## src/cswc_cfg.svh

```systemverilog
// Constants for the clock-stop wake control block.
// Assumes inclusion by bare name; definitions only.
`ifndef CSWC_CFG_SVH
`define CSWC_CFG_SVH

`define CSWC_NUM_INT        4
`define CSWC_INT_BLANK_CYC  3
`define CSWC_DMA_CLR_CYC    3
`define CSWC_WAKE_HOLD_CYC  1
`define CSWC_RESTART_DLY    1
`define CSWC_CLK_NS         50

`endif

```

## src/cswc_pkg.sv

```systemverilog
// Types for the clock-stop wake control block.
// Assumes cswc_cfg.svh is on the include path.
package cswc_pkg;
    typedef enum logic [1:0] {
        CSWC_RUN,
        CSWC_STOPPED,
        CSWC_RESTART
    } cswc_state_t;
endpackage

```

## src/cswc_int_flag.sv

```systemverilog
// One interrupt flag with reset clear, start-up blanking and two clear sources.
// Assumes lines are active low and synchronous to clk.
`timescale 1ns/1ns
`default_nettype none
`include "cswc_cfg.svh"
module cswc_int_flag #(
    parameter int DMA_CLR_CYC = `CSWC_DMA_CLR_CYC
) (
    input  wire logic clk,        // System clock
    input  wire logic arst_n,     // Async reset, active low
    input  wire logic blank,      // Flag setting blocked after reset
    input  wire logic lineN,      // Interrupt line, active low
    input  wire logic dmaOwn,     // DMA services this flag
    input  wire logic swClear,    // Software clear pulse
    output logic      flag        // Interrupt flag
);
    logic       lineLast_reg;
    logic [3:0] age_reg;
    logic [3:0] age_next;
    logic       flag_next;
    wire        fall     = lineLast_reg & ~lineN;
    wire        setEv    = fall & ~blank;
    wire        dmaClear = dmaOwn & flag & (age_reg == 4'(DMA_CLR_CYC - 1));
    // Age saturates so a long-held flag never wraps into a late DMA clear
    wire [3:0]  ageStep  = (age_reg == 4'hf) ? age_reg : age_reg + 4'h1;

    initial begin
        if (DMA_CLR_CYC < 1 || DMA_CLR_CYC > 15) $error("DMA_CLR_CYC out of range");
    end

    // Set beats a clear landing in the same cycle
    assign flag_next = setEv | (flag & ~swClear & ~dmaClear);
    assign age_next  = setEv ? 4'h1 : (flag ? ageStep : 4'h0);

    always_ff @(posedge clk or negedge arst_n) begin
        if (!arst_n) begin
            flag         <= 1'b0;
            lineLast_reg <= 1'b1;
            age_reg      <= 4'h0;
        end else begin
            flag         <= flag_next;
            lineLast_reg <= lineN;
            age_reg      <= age_next;
        end
    end
endmodule
`default_nettype wire

```

## src/cswc_core.sv

```systemverilog
// Clock-stop wake control: gates core clock, drives the two output clocks,
// wakes on an interrupt line or (revised variant) on reset.
// Assumes clk free running (board keeps it alive) and pins synchronous to clk.
//
// Behaviour
// - Baseline: reset registered by output clocks first.
// - Revised: reset pin forces clocks running at the next clk edge.
// - Baseline: only low interrupt line wakes.
// - Reset clears flags; none set first three cycles.
// - Blanking counts output clock periods; DMA clear and wake counts are clk cycles.
// - DMA may clear flag in third cycle only.
// - Software may clear a flag explicitly.
// - Wake latch: low line releases and beats a halt set.
// - Stopped: primary clock high, secondary low.
// - Line held one cycle, restart one later.
`timescale 1ns/1ns
`default_nettype none
`include "cswc_cfg.svh"
module cswc_core #(
    parameter int NUM_INT     = `CSWC_NUM_INT,
    parameter bit RESET_WAKES = 1'b0,
    parameter int BLANK_CYC   = `CSWC_INT_BLANK_CYC
) (
    input  wire logic               clk,                  // Input clock, free running
    input  wire logic               arst_n,               // Async reset, active low
    input  wire logic               extResetN,            // Board reset pin, active low
    input  wire logic [NUM_INT-1:0] externalInterruptLines, // Active low lines
    input  wire logic               emulationActive,      // Emulator present
    input  wire logic               coreClockHaltRequest, // Core asks to stop, held until taken on an output-clock tick
    input  wire logic [NUM_INT-1:0] dmaOwn,               // DMA services line i
    input  wire logic [NUM_INT-1:0] swFlagClear,          // Software clear pulses
    output logic                    primaryOutputClock,   // Primary output clock
    output logic                    secondaryOutputClock, // Secondary output clock
    output logic                    coreClockEnable,      // Core clock gate
    output logic                    clockStopIdle,        // In clock-stop idle
    output logic [NUM_INT-1:0]      intFlags              // Interrupt flags
);
    initial begin
        if (NUM_INT < 1 || NUM_INT > 8) $error("NUM_INT out of range");
        if (BLANK_CYC < 1 || BLANK_CYC > 7) $error("BLANK_CYC out of range");
    end

    // ------------------------------------------------------------------
    // Constants and state decode
    // ------------------------------------------------------------------
    localparam int         DMA_CLR_CYC = `CSWC_DMA_CLR_CYC;
    localparam logic [2:0] BLANK_LOAD  = 3'(BLANK_CYC);

    // Output clocks run only in the run state; restart still keeps them parked
    function automatic logic runsIn(cswc_pkg::cswc_state_t s);
        return (s == cswc_pkg::CSWC_RUN);
    endfunction

    function automatic logic stoppedIn(cswc_pkg::cswc_state_t s);
        return (s == cswc_pkg::CSWC_STOPPED);
    endfunction

    // ------------------------------------------------------------------
    // Output clock phase and reset paths
    // ------------------------------------------------------------------
    cswc_pkg::cswc_state_t state_reg;
    cswc_pkg::cswc_state_t state_next;
    logic       phase_reg;
    logic       resetSync_reg;
    logic [2:0] blankCnt_reg;
    logic       lowSeen_reg;

    // Registered on output-clock ticks only, so it cannot move while stopped
    wire clocksRun  = runsIn(state_reg);
    wire tick       = clocksRun & phase_reg;
    wire anyLineLow = ~&externalInterruptLines;
    // Revised: raw pin reaches the latch; baseline: pin never wakes, clocked copy blocks halt and reloads blanking
    wire resetWake  = RESET_WAKES ? ~extResetN : 1'b0;
    wire internalReset = RESET_WAKES ? ~extResetN : resetSync_reg;
    wire blank      = (blankCnt_reg != 3'h0) | internalReset;
    wire haltOk     = coreClockHaltRequest & ~emulationActive & ~internalReset;

    // ------------------------------------------------------------------
    // Wake and halt decode
    // ------------------------------------------------------------------
    // A low line wins over a halt offered in the same cycle
    wire haltTaken  = haltOk & tick & ~anyLineLow & ~resetWake;
    // Low on two stopped edges in a row, so a one-edge glitch cannot wake
    wire lineWake   = anyLineLow & lowSeen_reg;
    wire lowNext    = anyLineLow & stoppedIn(state_reg);
    // Outputs and phase follow the next state so they move together
    wire runNext    = runsIn(state_next);
    wire stopNext   = ~runNext;
    wire phaseNext  = runNext ? ~phase_reg : 1'b1;

    // ------------------------------------------------------------------
    // Reset paths
    // ------------------------------------------------------------------
    always_ff @(posedge clk or negedge arst_n) begin
        if (!arst_n) begin
            resetSync_reg <= 1'b1;
        end else if (tick) begin
            resetSync_reg <= ~extResetN;
        end
    end

    // ------------------------------------------------------------------
    // Start-up blanking
    // ------------------------------------------------------------------
    // Blanking counts output clock cycles after reset deasserts
    always_ff @(posedge clk or negedge arst_n) begin
        if (!arst_n) begin
            blankCnt_reg <= BLANK_LOAD;
        end else if (internalReset) begin
            blankCnt_reg <= BLANK_LOAD;
        end else if (tick && blankCnt_reg != 3'h0) begin
            blankCnt_reg <= blankCnt_reg - 3'h1;
        end
    end

    // ------------------------------------------------------------------
    // Wake latch
    // ------------------------------------------------------------------
    always_comb begin
        state_next = state_reg;
        case (state_reg)
            cswc_pkg::CSWC_RUN: begin
                if (haltTaken) begin
                    state_next = cswc_pkg::CSWC_STOPPED;
                end
            end
            cswc_pkg::CSWC_STOPPED: begin
                // Reset wake dominates; line must be seen low a full cycle
                if (resetWake) begin
                    state_next = cswc_pkg::CSWC_RUN;
                end else if (lineWake) begin
                    state_next = cswc_pkg::CSWC_RESTART;
                end
            end
            cswc_pkg::CSWC_RESTART: begin
                state_next = cswc_pkg::CSWC_RUN;
            end
            default: begin
                state_next = cswc_pkg::CSWC_RUN;
            end
        endcase
    end

    always_ff @(posedge clk or negedge arst_n) begin
        if (!arst_n) begin
            state_reg <= cswc_pkg::CSWC_RUN;
        end else begin
            state_reg <= state_next;
        end
    end

    // Phase tracks the next state, so the first edge after a restart is a fall
    always_ff @(posedge clk or negedge arst_n) begin
        if (!arst_n) begin
            phase_reg <= 1'b0;
        end else begin
            phase_reg <= phaseNext;
        end
    end

    always_ff @(posedge clk or negedge arst_n) begin
        if (!arst_n) begin
            lowSeen_reg <= 1'b0;
        end else begin
            lowSeen_reg <= lowNext;
        end
    end

    // ------------------------------------------------------------------
    // Outputs, all registered
    // ------------------------------------------------------------------
    // Stopped: primary parks high, secondary low; the pair never overlaps
    always_ff @(posedge clk or negedge arst_n) begin
        if (!arst_n) begin
            primaryOutputClock   <= 1'b0;
            secondaryOutputClock <= 1'b1;
        end else begin
            primaryOutputClock   <= stopNext ? 1'b1 : phaseNext;
            secondaryOutputClock <= stopNext ? 1'b0 : ~phaseNext;
        end
    end

    // Core clock gate opens together with the output clocks, never before
    always_ff @(posedge clk or negedge arst_n) begin
        if (!arst_n) begin
            coreClockEnable <= 1'b1;
            clockStopIdle   <= 1'b0;
        end else begin
            coreClockEnable <= runNext;
            clockStopIdle   <= stopNext;
        end
    end

    // ------------------------------------------------------------------
    // Interrupt flags
    // ------------------------------------------------------------------
    genvar i;
    generate
        for (i = 0; i < NUM_INT; i++) begin : gFlag
            // One flag per line; blanking is shared so all lines open together
            cswc_int_flag #(
                .DMA_CLR_CYC(DMA_CLR_CYC)
            ) uFlag (
                .clk     (clk),
                .arst_n  (arst_n),
                .blank   (blank),
                .lineN   (externalInterruptLines[i]),
                .dmaOwn  (dmaOwn[i]),
                .swClear (swFlagClear[i]),
                .flag    (intFlags[i])
            );
        end
    endgenerate
endmodule
`default_nettype wire

```

## config.mk

```make
export PLATFORM = sky130hd
export DESIGN_NAME = cswc_core
export DESIGN_NICKNAME = d
export VERILOG_FILES = /design/src/cswc_pkg.sv /design/src/cswc_int_flag.sv /design/src/cswc_core.sv
export VERILOG_INCLUDE_DIRS = /design/src
export SDC_FILE = /design/constraint.sdc
export NUM_CORES = 1
export LEC_CHECK = 0
export BUFFER_PORTS_ARGS = -buffer_cell sky130_fd_sc_hd__buf_2
export CAP_MARGIN = 20
export CORE_ASPECT_RATIO = 1.25
export CORE_MARGIN = 8
export CORE_UTILIZATION = 45
export DETAILED_ROUTE_END_ITERATION = 12
export PLACE_DENSITY = 0.61
export SLEW_MARGIN = 20
export SYNTH_ARGS = -nofsm -noshare
export SYNTH_HDL_FRONTEND = slang
export SYNTH_SLANG_ARGS = --single-unit
```

## constraint.sdc

```tcl
create_clock -name clk -period 2.1 [get_ports clk]
set_input_delay 0.315 -clock clk [delete_from_list [all_inputs] [get_ports clk]]
set_output_delay 0.315 -clock clk [all_outputs]
set_load 0.05 [all_outputs]
```

==> results.py, run 1 <==
metrics = {
    "run_status": {
        "status": "finished clean",
    },
    "sta": {
        "rsz0062_at_grt": "no",
        "finalHoldViolations": 0,
        "clock_skew_ns": 0.00853,
        "setup_tns_ns": 0,
        "fmax_mhz": 619,
        "period_share": 0.769,
        "relSlewSlack": 0.492,
        "setup_violations": 0,
        "finalCriticalPeriod_ns": 1.61,
        "worst_pin_slew_ns": 0.761,
        "hold_ws_ns": 0.0931,
        "drv_slew": 0,
    },
    "drt": {
        "drc": 0,
        "drtIter0Drc": 54,
        "drt-pass1-iter-count": 4,
        "avgRoutedWirePerCell_um": 14.8,
        "routed_wl_mm": 3.40,
        "dr_total_vias": 1290,
        "ant_nets": 0,
        "via_per_inst": 5.61,
    },
    "setup_path": {
        "slowest_stage": "or3b_4",
        "crit_arrival_ns": 1.78,
        "path_cells": "inv_1 -> ha_1 -> or3b_4 -> o21ai_1 -> nor3_1",
        "r2r_end": "gFlag[1].uFlag.age_reg[3]",
        "critPathLaunchType": "register",
        "r2r_slack_ns": 0.49,
        "path_max_fanout": 12,
        "criticalPathCategory": "register to register",
        "critPathRequiredTime_ns": 2.26,
        "cpLargestDelayFamily": "simple AND/OR/NAND/NOR gates",
        "endpoint_kind": "register",
        "r2r-start": "blankCnt_reg[0]",
        "critPathBufInv": 1,
        "path_depth": 5,
        "max_stage_delay_ns": 0.48,
        "reg2regPathDepth": 5,
    },
    "run": {
        "drv_cap": 0,
    },
    "power_and_ir_drop": {
        "clkPwrFrac": 0.373,
        "pwr-share-seq": 0.430,
        "switchingPower_mw": 0.565,
        "switching_share": 0.290,
        "combPwrFrac": 0.198,
        "internal-power_mw": 1.39,
        "p_per_area_nw_per_um2": 989,
        "total_power_mw": 1.95,
        "p_leak_nw": 0.903,
        "vdd.ir_drop.worst_mv": 0.660,
    },
    "yosys": {
        "synthCells": 164,
        "yosysTopAreaCell": "dfrtp_1",
        "avgSynthCellArea_um2": 10.5,
        "netlist_area_um2": 1720,
        "async_flop_share": 1.00,
        "synth_cell_types": 34,
        "syn-num-nets": 191,
        "synth_most_common_cell": "dfrtp_1",
        "yosys_warnings": 0,
        "synthTopCellsByCount": "26 x dfrtp_1, 19 x nor2_1, 12 x inv_1",
        "yosysSeqAreaShare": 0.516,
        "synth_seq_cells": 35,
        "synth_top_cell_area_share": 0.378,
        "synth_area_leaders": "dfrtp_1 38%, dfstp_2 14%, ha_1 7.3%, nor2_1 4.1%, nand3_1 2.6%",
        "synth-edff-count": 0,
        "synth-main-ff-cell": "dfrtp_1",
    },
    "die": {
        "dieArea_um2": 6070,
        "die_h_um": 85.1,
        "core_area_um2": 3720,
        "initial_core_util": 0.462,
        "row_count": 25,
        "die_x_um": 71.3,
        "ios": 25,
    },
    "placed_design": {
        "place_congestion": 0.769,
        "port-buffer-count": 24,
        "dp.cells": 222,
        "hpwl_mm": 2.53,
    },
    "final_layout": {
        "syn_to_final_growth_pct": 14.8,
        "antenna_cells": 0,
        "fill_cells": 331,
        "largest_reg_flops": 16,
        "fin_cells": 230,
        "fin_nets": 216,
        "drive_gt1_frac": 0.242,
    },
    "grt": {
        "antenna_found_initial": 0,
        "grt_pass1_wl_mm": 5.92,
        "grt_max_degree": 36,
        "grt_pass1_vias": 1396,
        "grt.total_usage": 0.124,
        "overflow": 0,
    },
    "cts": {
        "cts_resized": 0,
        "post_cts_buffers": 0,
        "clockBufferDepth": 2,
        "htree_levels": 2,
        "cts_buffers": 5,
        "clk_pin_slew_ns": 0.08,
        "worstSkewPairLatency_ns": 0.29,
        "cts_root_buffer": "clkbuf_8",
        "clkSinkCount": 35,
        "cts_hold_buf": 0,
        "cts_tree": "done",
    },
    "worst_hold_path": {
        "hold_path.class": "primary input to asynchronous set/reset pin",
    },
}
[layer usage]
layer / part of all wire / wire length, um / GRT usage
met1: 0.42 / 1420 / 0.125
met2: 0.52 / 1780 / 0.219
met3: 0.054 / 184 / 0.0507
met4: 0.0053 / 18 / 0.0512
met5: 0 / 0 / 0
[layout by cell type (no fill, tap or decap), drive strengths merged, types with 2 or more instances in the layout]
cell,count
nand2,9
nor2b,2
a211oi,5
inv,12
dfstp,9
o21ai,8
ha,10
a31oi,4
a21o,2
buf,24
dfrtp,26
nor3b,6
nor3,8
nand2b,5
o2bb2ai,3
o311ai,3
bufinv,2
nor2,19
xnor2,4
a21oi,2
clkbuf,5
mux2i,2
nand3,9
[cells by family after synthesis]
family	Yosys count	share of synthesized area
DFF	35	0.516
AOI/OAI and AO/OA	33	0.139
xor gates and xnor gates	4	0.0204
muxes	2	0.0116
adders and majority gates	10	0.0728
buffers and inverters	18	0.0568
and+or+nand+nor	62	0.183
[worst max-delay path by stage]
| stage | start | to |
|---|---|---|
| after global routing | blankCnt_reg[0] | gFlag[1].uFlag.age_reg[2] |
| after detailed placement | blankCnt_reg[0] | gFlag[0].uFlag.age_reg[2] |
| final | blankCnt_reg[0] | gFlag[1].uFlag.age_reg[3] |
| after CTS | blankCnt_reg[0] | gFlag[1].uFlag.age_reg[3] |
| after floorplan | phase_reg | blankCnt_reg[0] |
| after global placement | blankCnt_reg[0] | gFlag[1].uFlag.age_reg[3] |
[layout make-up]
class	count	area, um^2	share of cell area
Sequential cell	35	887	0.450
Multi-Input combinational cell	111	734	0.372
Timing Repair Buffer	24	120	0.0609
Clock buffer	5	68.8	0.0349
Clock inverter	3	67.6	0.0342
Tap cell	40	50.0	0.0254
Inverter	12	45.0	0.0228
[per-stage QoR]
stage                util  worst slack (ns)  cell area [um^2]
finish              0.530             0.485              1970
global route        0.530             0.396              1970
CTS                 0.530             0.477              1970
detailed placement  0.493             0.486              1840
global placement    0.493             0.565              1840
floorplan               -             0.528              1720
[power by group through the flow]
stage / clock network, mW / logic, mW / registers [mW]
4_1_cts: 0.744 / 0.395 / 0.842
6_report: 0.727 / 0.386 / 0.838
2_1_floorplan: 0 / 0.220 / 0.939
3_3_place_gp: 0 / 0.385 / 0.847
3_5_place_dp: 0 / 0.394 / 0.854
5_1_grt: 0.776 / 0.430 / 0.855
Power figures use the tool's default switching activity.
==> run 2: changes to the inputs <==
--- a/config.mk
+++ b/config.mk
@@ -6,6 +6,7 @@
 export SDC_FILE = /design/constraint.sdc
 export NUM_CORES = 1
 export LEC_CHECK = 0
+export ABC_AREA = 1
 export BUFFER_PORTS_ARGS = -buffer_cell sky130_fd_sc_hd__buf_2
 export CAP_MARGIN = 20
 export CORE_ASPECT_RATIO = 1.25
==> constraint.sdc (replaced) <==
create_clock -name clk -period 1.5 [get_ports clk]
set_input_delay 0.225 -clock clk [delete_from_list [all_inputs] [get_ports clk]]
set_output_delay 0.225 -clock clk [all_outputs]
set_load 0.05 [all_outputs]
==> results.py, run 2 <==
metrics = {
    "die": {
        "initial_core_util": 0.470,
        "die_x_um": 72.3,
        "dieArea_um2": 6240,
        "row_count": 25,
        "die_h_um": 86.3,
        "ios": 25,
        "core_area_um2": 3780,
    },
    "power_and_ir_drop": {
        "p_per_area_nw_per_um2": 1420,
        "vdd.ir_drop.worst_mv": 0.873,
        "p_leak_nw": 1.03,
    },
    "drt": {
        "via_per_inst": 4.55,
        "drc": 0,
        "routed_wl_mm": 3.19,
        "drtIter0Drc": 47,
        "ant_nets": 0,
        "avgRoutedWirePerCell_um": 10.8,
        "dr_total_vias": 1341,
        "drt-pass1-iter-count": 4,
    },
    "yosys": {
        "yosysSeqAreaShare": 0.498,
        "yosys_warnings": 0,
        "synthCells": 211,
        "synth_seq_cells": 35,
        "avgSynthCellArea_um2": 8.44,
        "synth-edff-count": 0,
        "async_flop_share": 1.00,
        "syn-num-nets": 238,
        "synth_most_common_cell": "nand2_1",
        "yosysTopAreaCell": "dfrtp_1",
        "synthTopCellsByCount": "43 x nand2_1, 31 x inv_1, 26 x dfrtp_1, 26 x nor2_1, 18 x o21ai_0",
        "synth-main-ff-cell": "dfrtp_1",
        "netlist_area_um2": 1780,
        "synth_cell_types": 18,
        "synth_area_leaders": "dfrtp_1 37%, dfstp_2 13%, nand2_1 9.1%, ha_1 7.0%, inv_1 6.5%",
        "synth_top_cell_area_share": 0.365,
    },
    "setup_path": {
        "path_max_fanout": 6,
        "endpoint_kind": "register",
        "critPathRequiredTime_ns": 1.71,
        "criticalPathCategory": "register to register",
        "crit_arrival_ns": 1.57,
        "critPathLaunchType": "register",
    },
    "grt": {
        "grtUsageMet1": 0.132,
        "grt_max_degree": 36,
        "overflow": 0,
        "grt_pass1_wl_mm": 5.75,
        "grt.total_usage": 0.116,
        "grt.busiest_layer": "met2",
        "grt_pass1_vias": 1361,
        "use_met2": 0.190,
        "antenna_found_initial": 0,
        "gr-usage-met3": 0.0404,
    },
    "cts": {
        "cts_resized": 0,
        "cts_tree": "done",
        "clk_pin_slew_ns": 0.06,
        "worstSkewPairLatency_ns": 0.28,
        "post_cts_buffers": 0,
        "clkSinkCount": 35,
        "cts_root_buffer": "clkbuf_8",
        "clockBufferDepth": 2,
        "htree_levels": 2,
        "cts_buffers": 5,
    },
    "sta": {
        "drv_slew": 0,
        "setup_tns_ns": 0,
        "fin_ws_ns": 0.143,
        "relSlewSlack": 0.715,
        "fmax_mhz": 737,
        "period_share": 0.904,
        "rsz0062_at_grt": "no",
        "finalHoldViolations": 0,
        "worst_pin_slew_ns": 0.428,
        "clock_skew_ns": 0.00949,
        "setup_violations": 0,
        "hold_ws_ns": 0.0662,
        "finalCriticalPeriod_ns": 1.36,
    },
    "final_layout": {
        "antenna_cells": 0,
        "drive_gt1_frac": 0.241,
        "syn_to_final_growth_pct": 15.5,
        "fill_cells": 363,
        "layout_common_cells": "43 x nand2_1, 31 x inv_1, 26 x nor2_1, 26 x dfrtp_1, 24 x buf_2",
        "largest_reg_flops": 16,
        "fin_nets": 267,
        "layout_commonest_cell": "nand2_1",
    },
    "placed_design": {
        "place_congestion": 0.773,
        "pre_cts_ws_ns": 0.142,
        "hpwl_mm": 2.47,
        "port-buffer-count": 24,
    },
    "run_status": {
        "status": "finished clean",
    },
    "run": {
        "drv_cap": 0,
    },
    "worst_hold_path": {
        "hold_path.class": "primary input to register",
    },
}
==> run 2: cell count changes in the layout (fill, tap and decap cells not counted), sizes merged, moves of 6 or more <==
| cell | delta |
|---|---|
| nor3b | -6 |
| inv | +20 |
| nor3 | -8 |
| nor2 | +16 |
| nand2 | +40 |
| o21ai | +10 |
| nand3 | +7 |
==> run 2: what timing repair did <==
action	in CTS	in global routing
setup endpoints to repair	0	0
hold endpoints to repair	26	0
hold buffers	1	0
==> run 2: final cells by class <==
cell class	count	area (um^2)	share of cell area
multi-input combinational	140	743	0.362
sequential	35	887	0.432
inverter	32	120	0.0584
timing repair buffer	26	138	0.0670
tap	54	67.6	0.0329
clock buffer	8	100	0.0487
==> run 2: layer usage <==
| metal | up-vias | wire length (um) |
|---|---|---|
| li1 | 714 | - |
| met1 | 601 | 1500 |
| met2 | 24 | 1520 |
| met3 | 2 | 138 |
| met4 | 0 | 35 |
| met5 | - | 0 |
==> run 2: report_power, final <==
group / switching, mW / leakage (nW) / internal (mW)
Combinational: 0.666 / 0.523 / 0.259
Sequential: 0.100 / 0.453 / 1.16
Clock: 0.310 / 0.0515 / 0.419
Total: 1.08 / 1.03 / 1.83
==> run 2: worst max-delay path, stage by stage (launching register included) <==
cell,delay (ns)
dfstp_2,0.53
inv_1,0.06
ha_1,0.19
inv_1,0.09
nor2_4,0.06
nand4_1,0.15
nand2_2,0.10
nor2_1,0.11
==> run 2: metrics by stage <==
stage | std cells | utilization | instance area, um^2 | power, mW
finish | 295 | 0.543 | 2060 | 2.91
global route | 295 | 0.543 | 2060 | 3.12
CTS | 295 | 0.543 | 2060 | 2.95
detailed placement | 286 | 0.514 | 1950 | 2.21
global placement | 286 | 0.514 | 1950 | 2.19
floorplan | 211 | - | 1780 | 1.99
==> run 2: cell families (layout without fill, tap and decap cells) <==
kind of cell    Yosys count  count (layout)  share of synthesized area
fa+ha+maj                10              10                     0.0703
flops                    35              35                      0.498
buf+inv                  36              66                     0.0843
simple gates            109             109                      0.286
compound gates           20              20                     0.0562
xor+xnor                  1               1                    0.00492
==> run 2: worst paths after layout <==
path                                      startpoint                          end  slack (ns)  depth (start not counted)
max                                  blankCnt_reg[0]    gFlag[2].uFlag.age_reg[3]        0.14                          7
min                        externalInterruptLines[0]  gFlag[0].uFlag.lineLast_reg        0.07                          1
max reg2reg                          blankCnt_reg[0]    gFlag[2].uFlag.age_reg[3]        0.14                          7
min reg2reg                          blankCnt_reg[1]              blankCnt_reg[1]        0.46                          2
max in group asynchronous                     arst_n              blankCnt_reg[1]        0.65                          3
min in group asynchronous                     arst_n    gFlag[3].uFlag.age_reg[2]        0.50                          3
==> run 3: changes to the inputs <==
--- a/config.mk
+++ b/config.mk
@@ -14,6 +14,7 @@
 export CORE_UTILIZATION = 45
 export DETAILED_ROUTE_END_ITERATION = 12
 export PLACE_DENSITY = 0.61
+export SETUP_SLACK_MARGIN = 0.5
 export SLEW_MARGIN = 20
 export SYNTH_ARGS = -nofsm -noshare
 export SYNTH_HDL_FRONTEND = slang
==> results.py, run 3 (synthesis gave the netlist of run 2 again) <==
metrics = {
    "final_layout": {
        "final_area_um2": 2280,
        "syn_to_final_growth_pct": 27.9,
        "antenna_cells": 0,
        "drive_gt1_frac": 0.337,
        "fill_cells": 346,
        "layout_commonest_cell": "nand2_1",
        "regArea_um2": 888,
        "multi_input_area_um2": 791,
        "fin_nets": 278,
        "layout_common_cells": "39 x nand2_1, 27 x inv_1, 25 x dfrtp_1, 23 x nor2_1, 17 x o21ai_0",
        "largest_reg_flops": 16,
    },
    "setup_path": {
        "criticalPathCategory": "register to register",
        "endpoint_kind": "register",
        "critPathRequiredTime_ns": 1.68,
        "r2r-start": "blankCnt_reg[0]",
        "critPathLaunchType": "register",
        "path_max_fanout": 6,
        "crit_arrival_ns": 1.46,
        "cp-startpoint": "blankCnt_reg[0]",
    },
    "drt": {
        "drtIter0Drc": 32,
        "wl_met1_mm": 1.57,
        "routed_wl_mm": 3.44,
        "drc": 0,
        "wl_met3_um": 158,
        "dr_total_vias": 1409,
        "via_per_inst": 4.60,
        "routed.top_layer": "met4",
        "ant_nets": 0,
        "wl_met2_mm": 1.64,
        "drt-pass1-iter-count": 4,
        "avgRoutedWirePerCell_um": 11.2,
    },
    "die": {
        "row_count": 25,
        "initial_core_util": 0.470,
        "core_area_um2": 3780,
        "die_h_um": 86.3,
        "ios": 25,
        "dieArea_um2": 6240,
        "die_x_um": 72.3,
    },
    "run_status": {
        "status": "finished clean",
    },
    "placed_design": {
        "placed_area_um2": 1970,
        "port-buffer-count": 24,
        "place_congestion": 0.735,
        "hpwl_mm": 2.54,
    },
    "grt": {
        "antenna_found_initial": 0,
        "grt.total_usage": 0.120,
        "grt_max_degree": 22,
        "grt_pass1_wl_mm": 5.84,
        "grt_pass1_vias": 1377,
        "overflow": 0,
    },
    "worst_hold_path": {
        "hold_path.class": "primary input to register",
        "hp-start": "externalInterruptLines[1]",
    },
    "sta": {
        "period_share": 0.855,
        "worst_pin_slew_ns": 0.350,
        "relSlewSlack": 0.766,
        "finalCriticalPeriod_ns": 1.28,
        "fmax_mhz": 780,
        "setup_tns_ns": 0,
        "setup_violations": 0,
        "clock_skew_ns": 0.00212,
        "drv_slew": 0,
        "finalHoldViolations": 0,
        "rsz0062_at_grt": "yes",
    },
    "cts": {
        "cts_tree": "done",
        "clkSinkCount": 35,
        "clk_pin_slew_ns": 0.07,
        "clockBufferDepth": 2,
        "cts_root_buffer": "clkbuf_8",
        "worstSkewPairLatency_ns": 0.28,
        "htree_levels": 2,
        "cts_buffers": 5,
    },
    "power_and_ir_drop": {
        "p_leak_nw": 1.11,
        "p_per_area_nw_per_um2": 1480,
        "vdd.ir_drop.worst_mv": 0.909,
    },
    "run": {
        "drv_cap": 0,
    },
}
-- run 3: metrics by stage --
stage / instances / util / total power, mW / hold slack [ns] / setup WS (ns)
after floorplan: 211 / - / 2.04 / -0.0706 / 0.323
after global placement: 286 / 0.522 / 2.25 / 0.155 / 0.245
after detailed placement: 286 / 0.522 / 2.26 / 0.156 / 0.218
after CTS: 303 / 0.588 / 3.34 / 0.0471 / 0.215
after global routing: 306 / 0.602 / 3.59 / 0.0459 / 0.142
final: 306 / 0.602 / 3.36 / 0.0545 / 0.218
-- run 3: layout make-up --
| class | instances | area share |
|---|---|---|
| Clock buffer | 6 | 0.0363 |
| Timing Repair Buffer | 37 | 0.127 |
| Tap cell | 54 | 0.0297 |
| Sequential cell | 35 | 0.390 |
| Multi-Input combinational cell | 140 | 0.347 |
| Clock inverter | 2 | 0.0154 |
| Inverter | 32 | 0.0538 |
-- run 3: per-layer routing --
layer  up-vias  GRT usage
li1        737          -
met2        24      0.194
met3         6     0.0439
met4         0     0.0615
met5         -          0
met1       642      0.133
-- run 3: path summary, 6_finish.rpt --
check	endpoint	slack, ns	cells after the start
max	gFlag[1].uFlag.flag	0.22	7
max reg2reg	gFlag[1].uFlag.flag	0.22	7
min in group asynchronous	gFlag[0].uFlag.age_reg[3]	0.39	2
min reg2reg	blankCnt_reg[1]	0.47	2
min	gFlag[1].uFlag.lineLast_reg	0.05	1
max in group asynchronous	blankCnt_reg[1]	0.61	3
-- run 3: critical path, cell delays in order, from the launching register on --
cell and delay, ns:
dfstp_2 0.54, inv_2 0.05, ha_4 0.15, inv_2 0.06
nor2_4 0.05, nand4_1 0.17, buf_4 0.14, nand2_2 0.03
-- run 3: repair_timing --
item,CTS,global route
buffers inserted,8,3
cloned,0,0
hold buffers,1,0
gates resized for setup,21,10
pin swaps,11,9
endpoints found under the setup margin,35,36
endpoints found under the hold margin,14,0
-- run 3: power by group --
group	internal [mW]	switching (mW)
clock	0.537	0.328
combinational	0.470	0.751
sequential	1.16	0.113
total	2.17	1.19
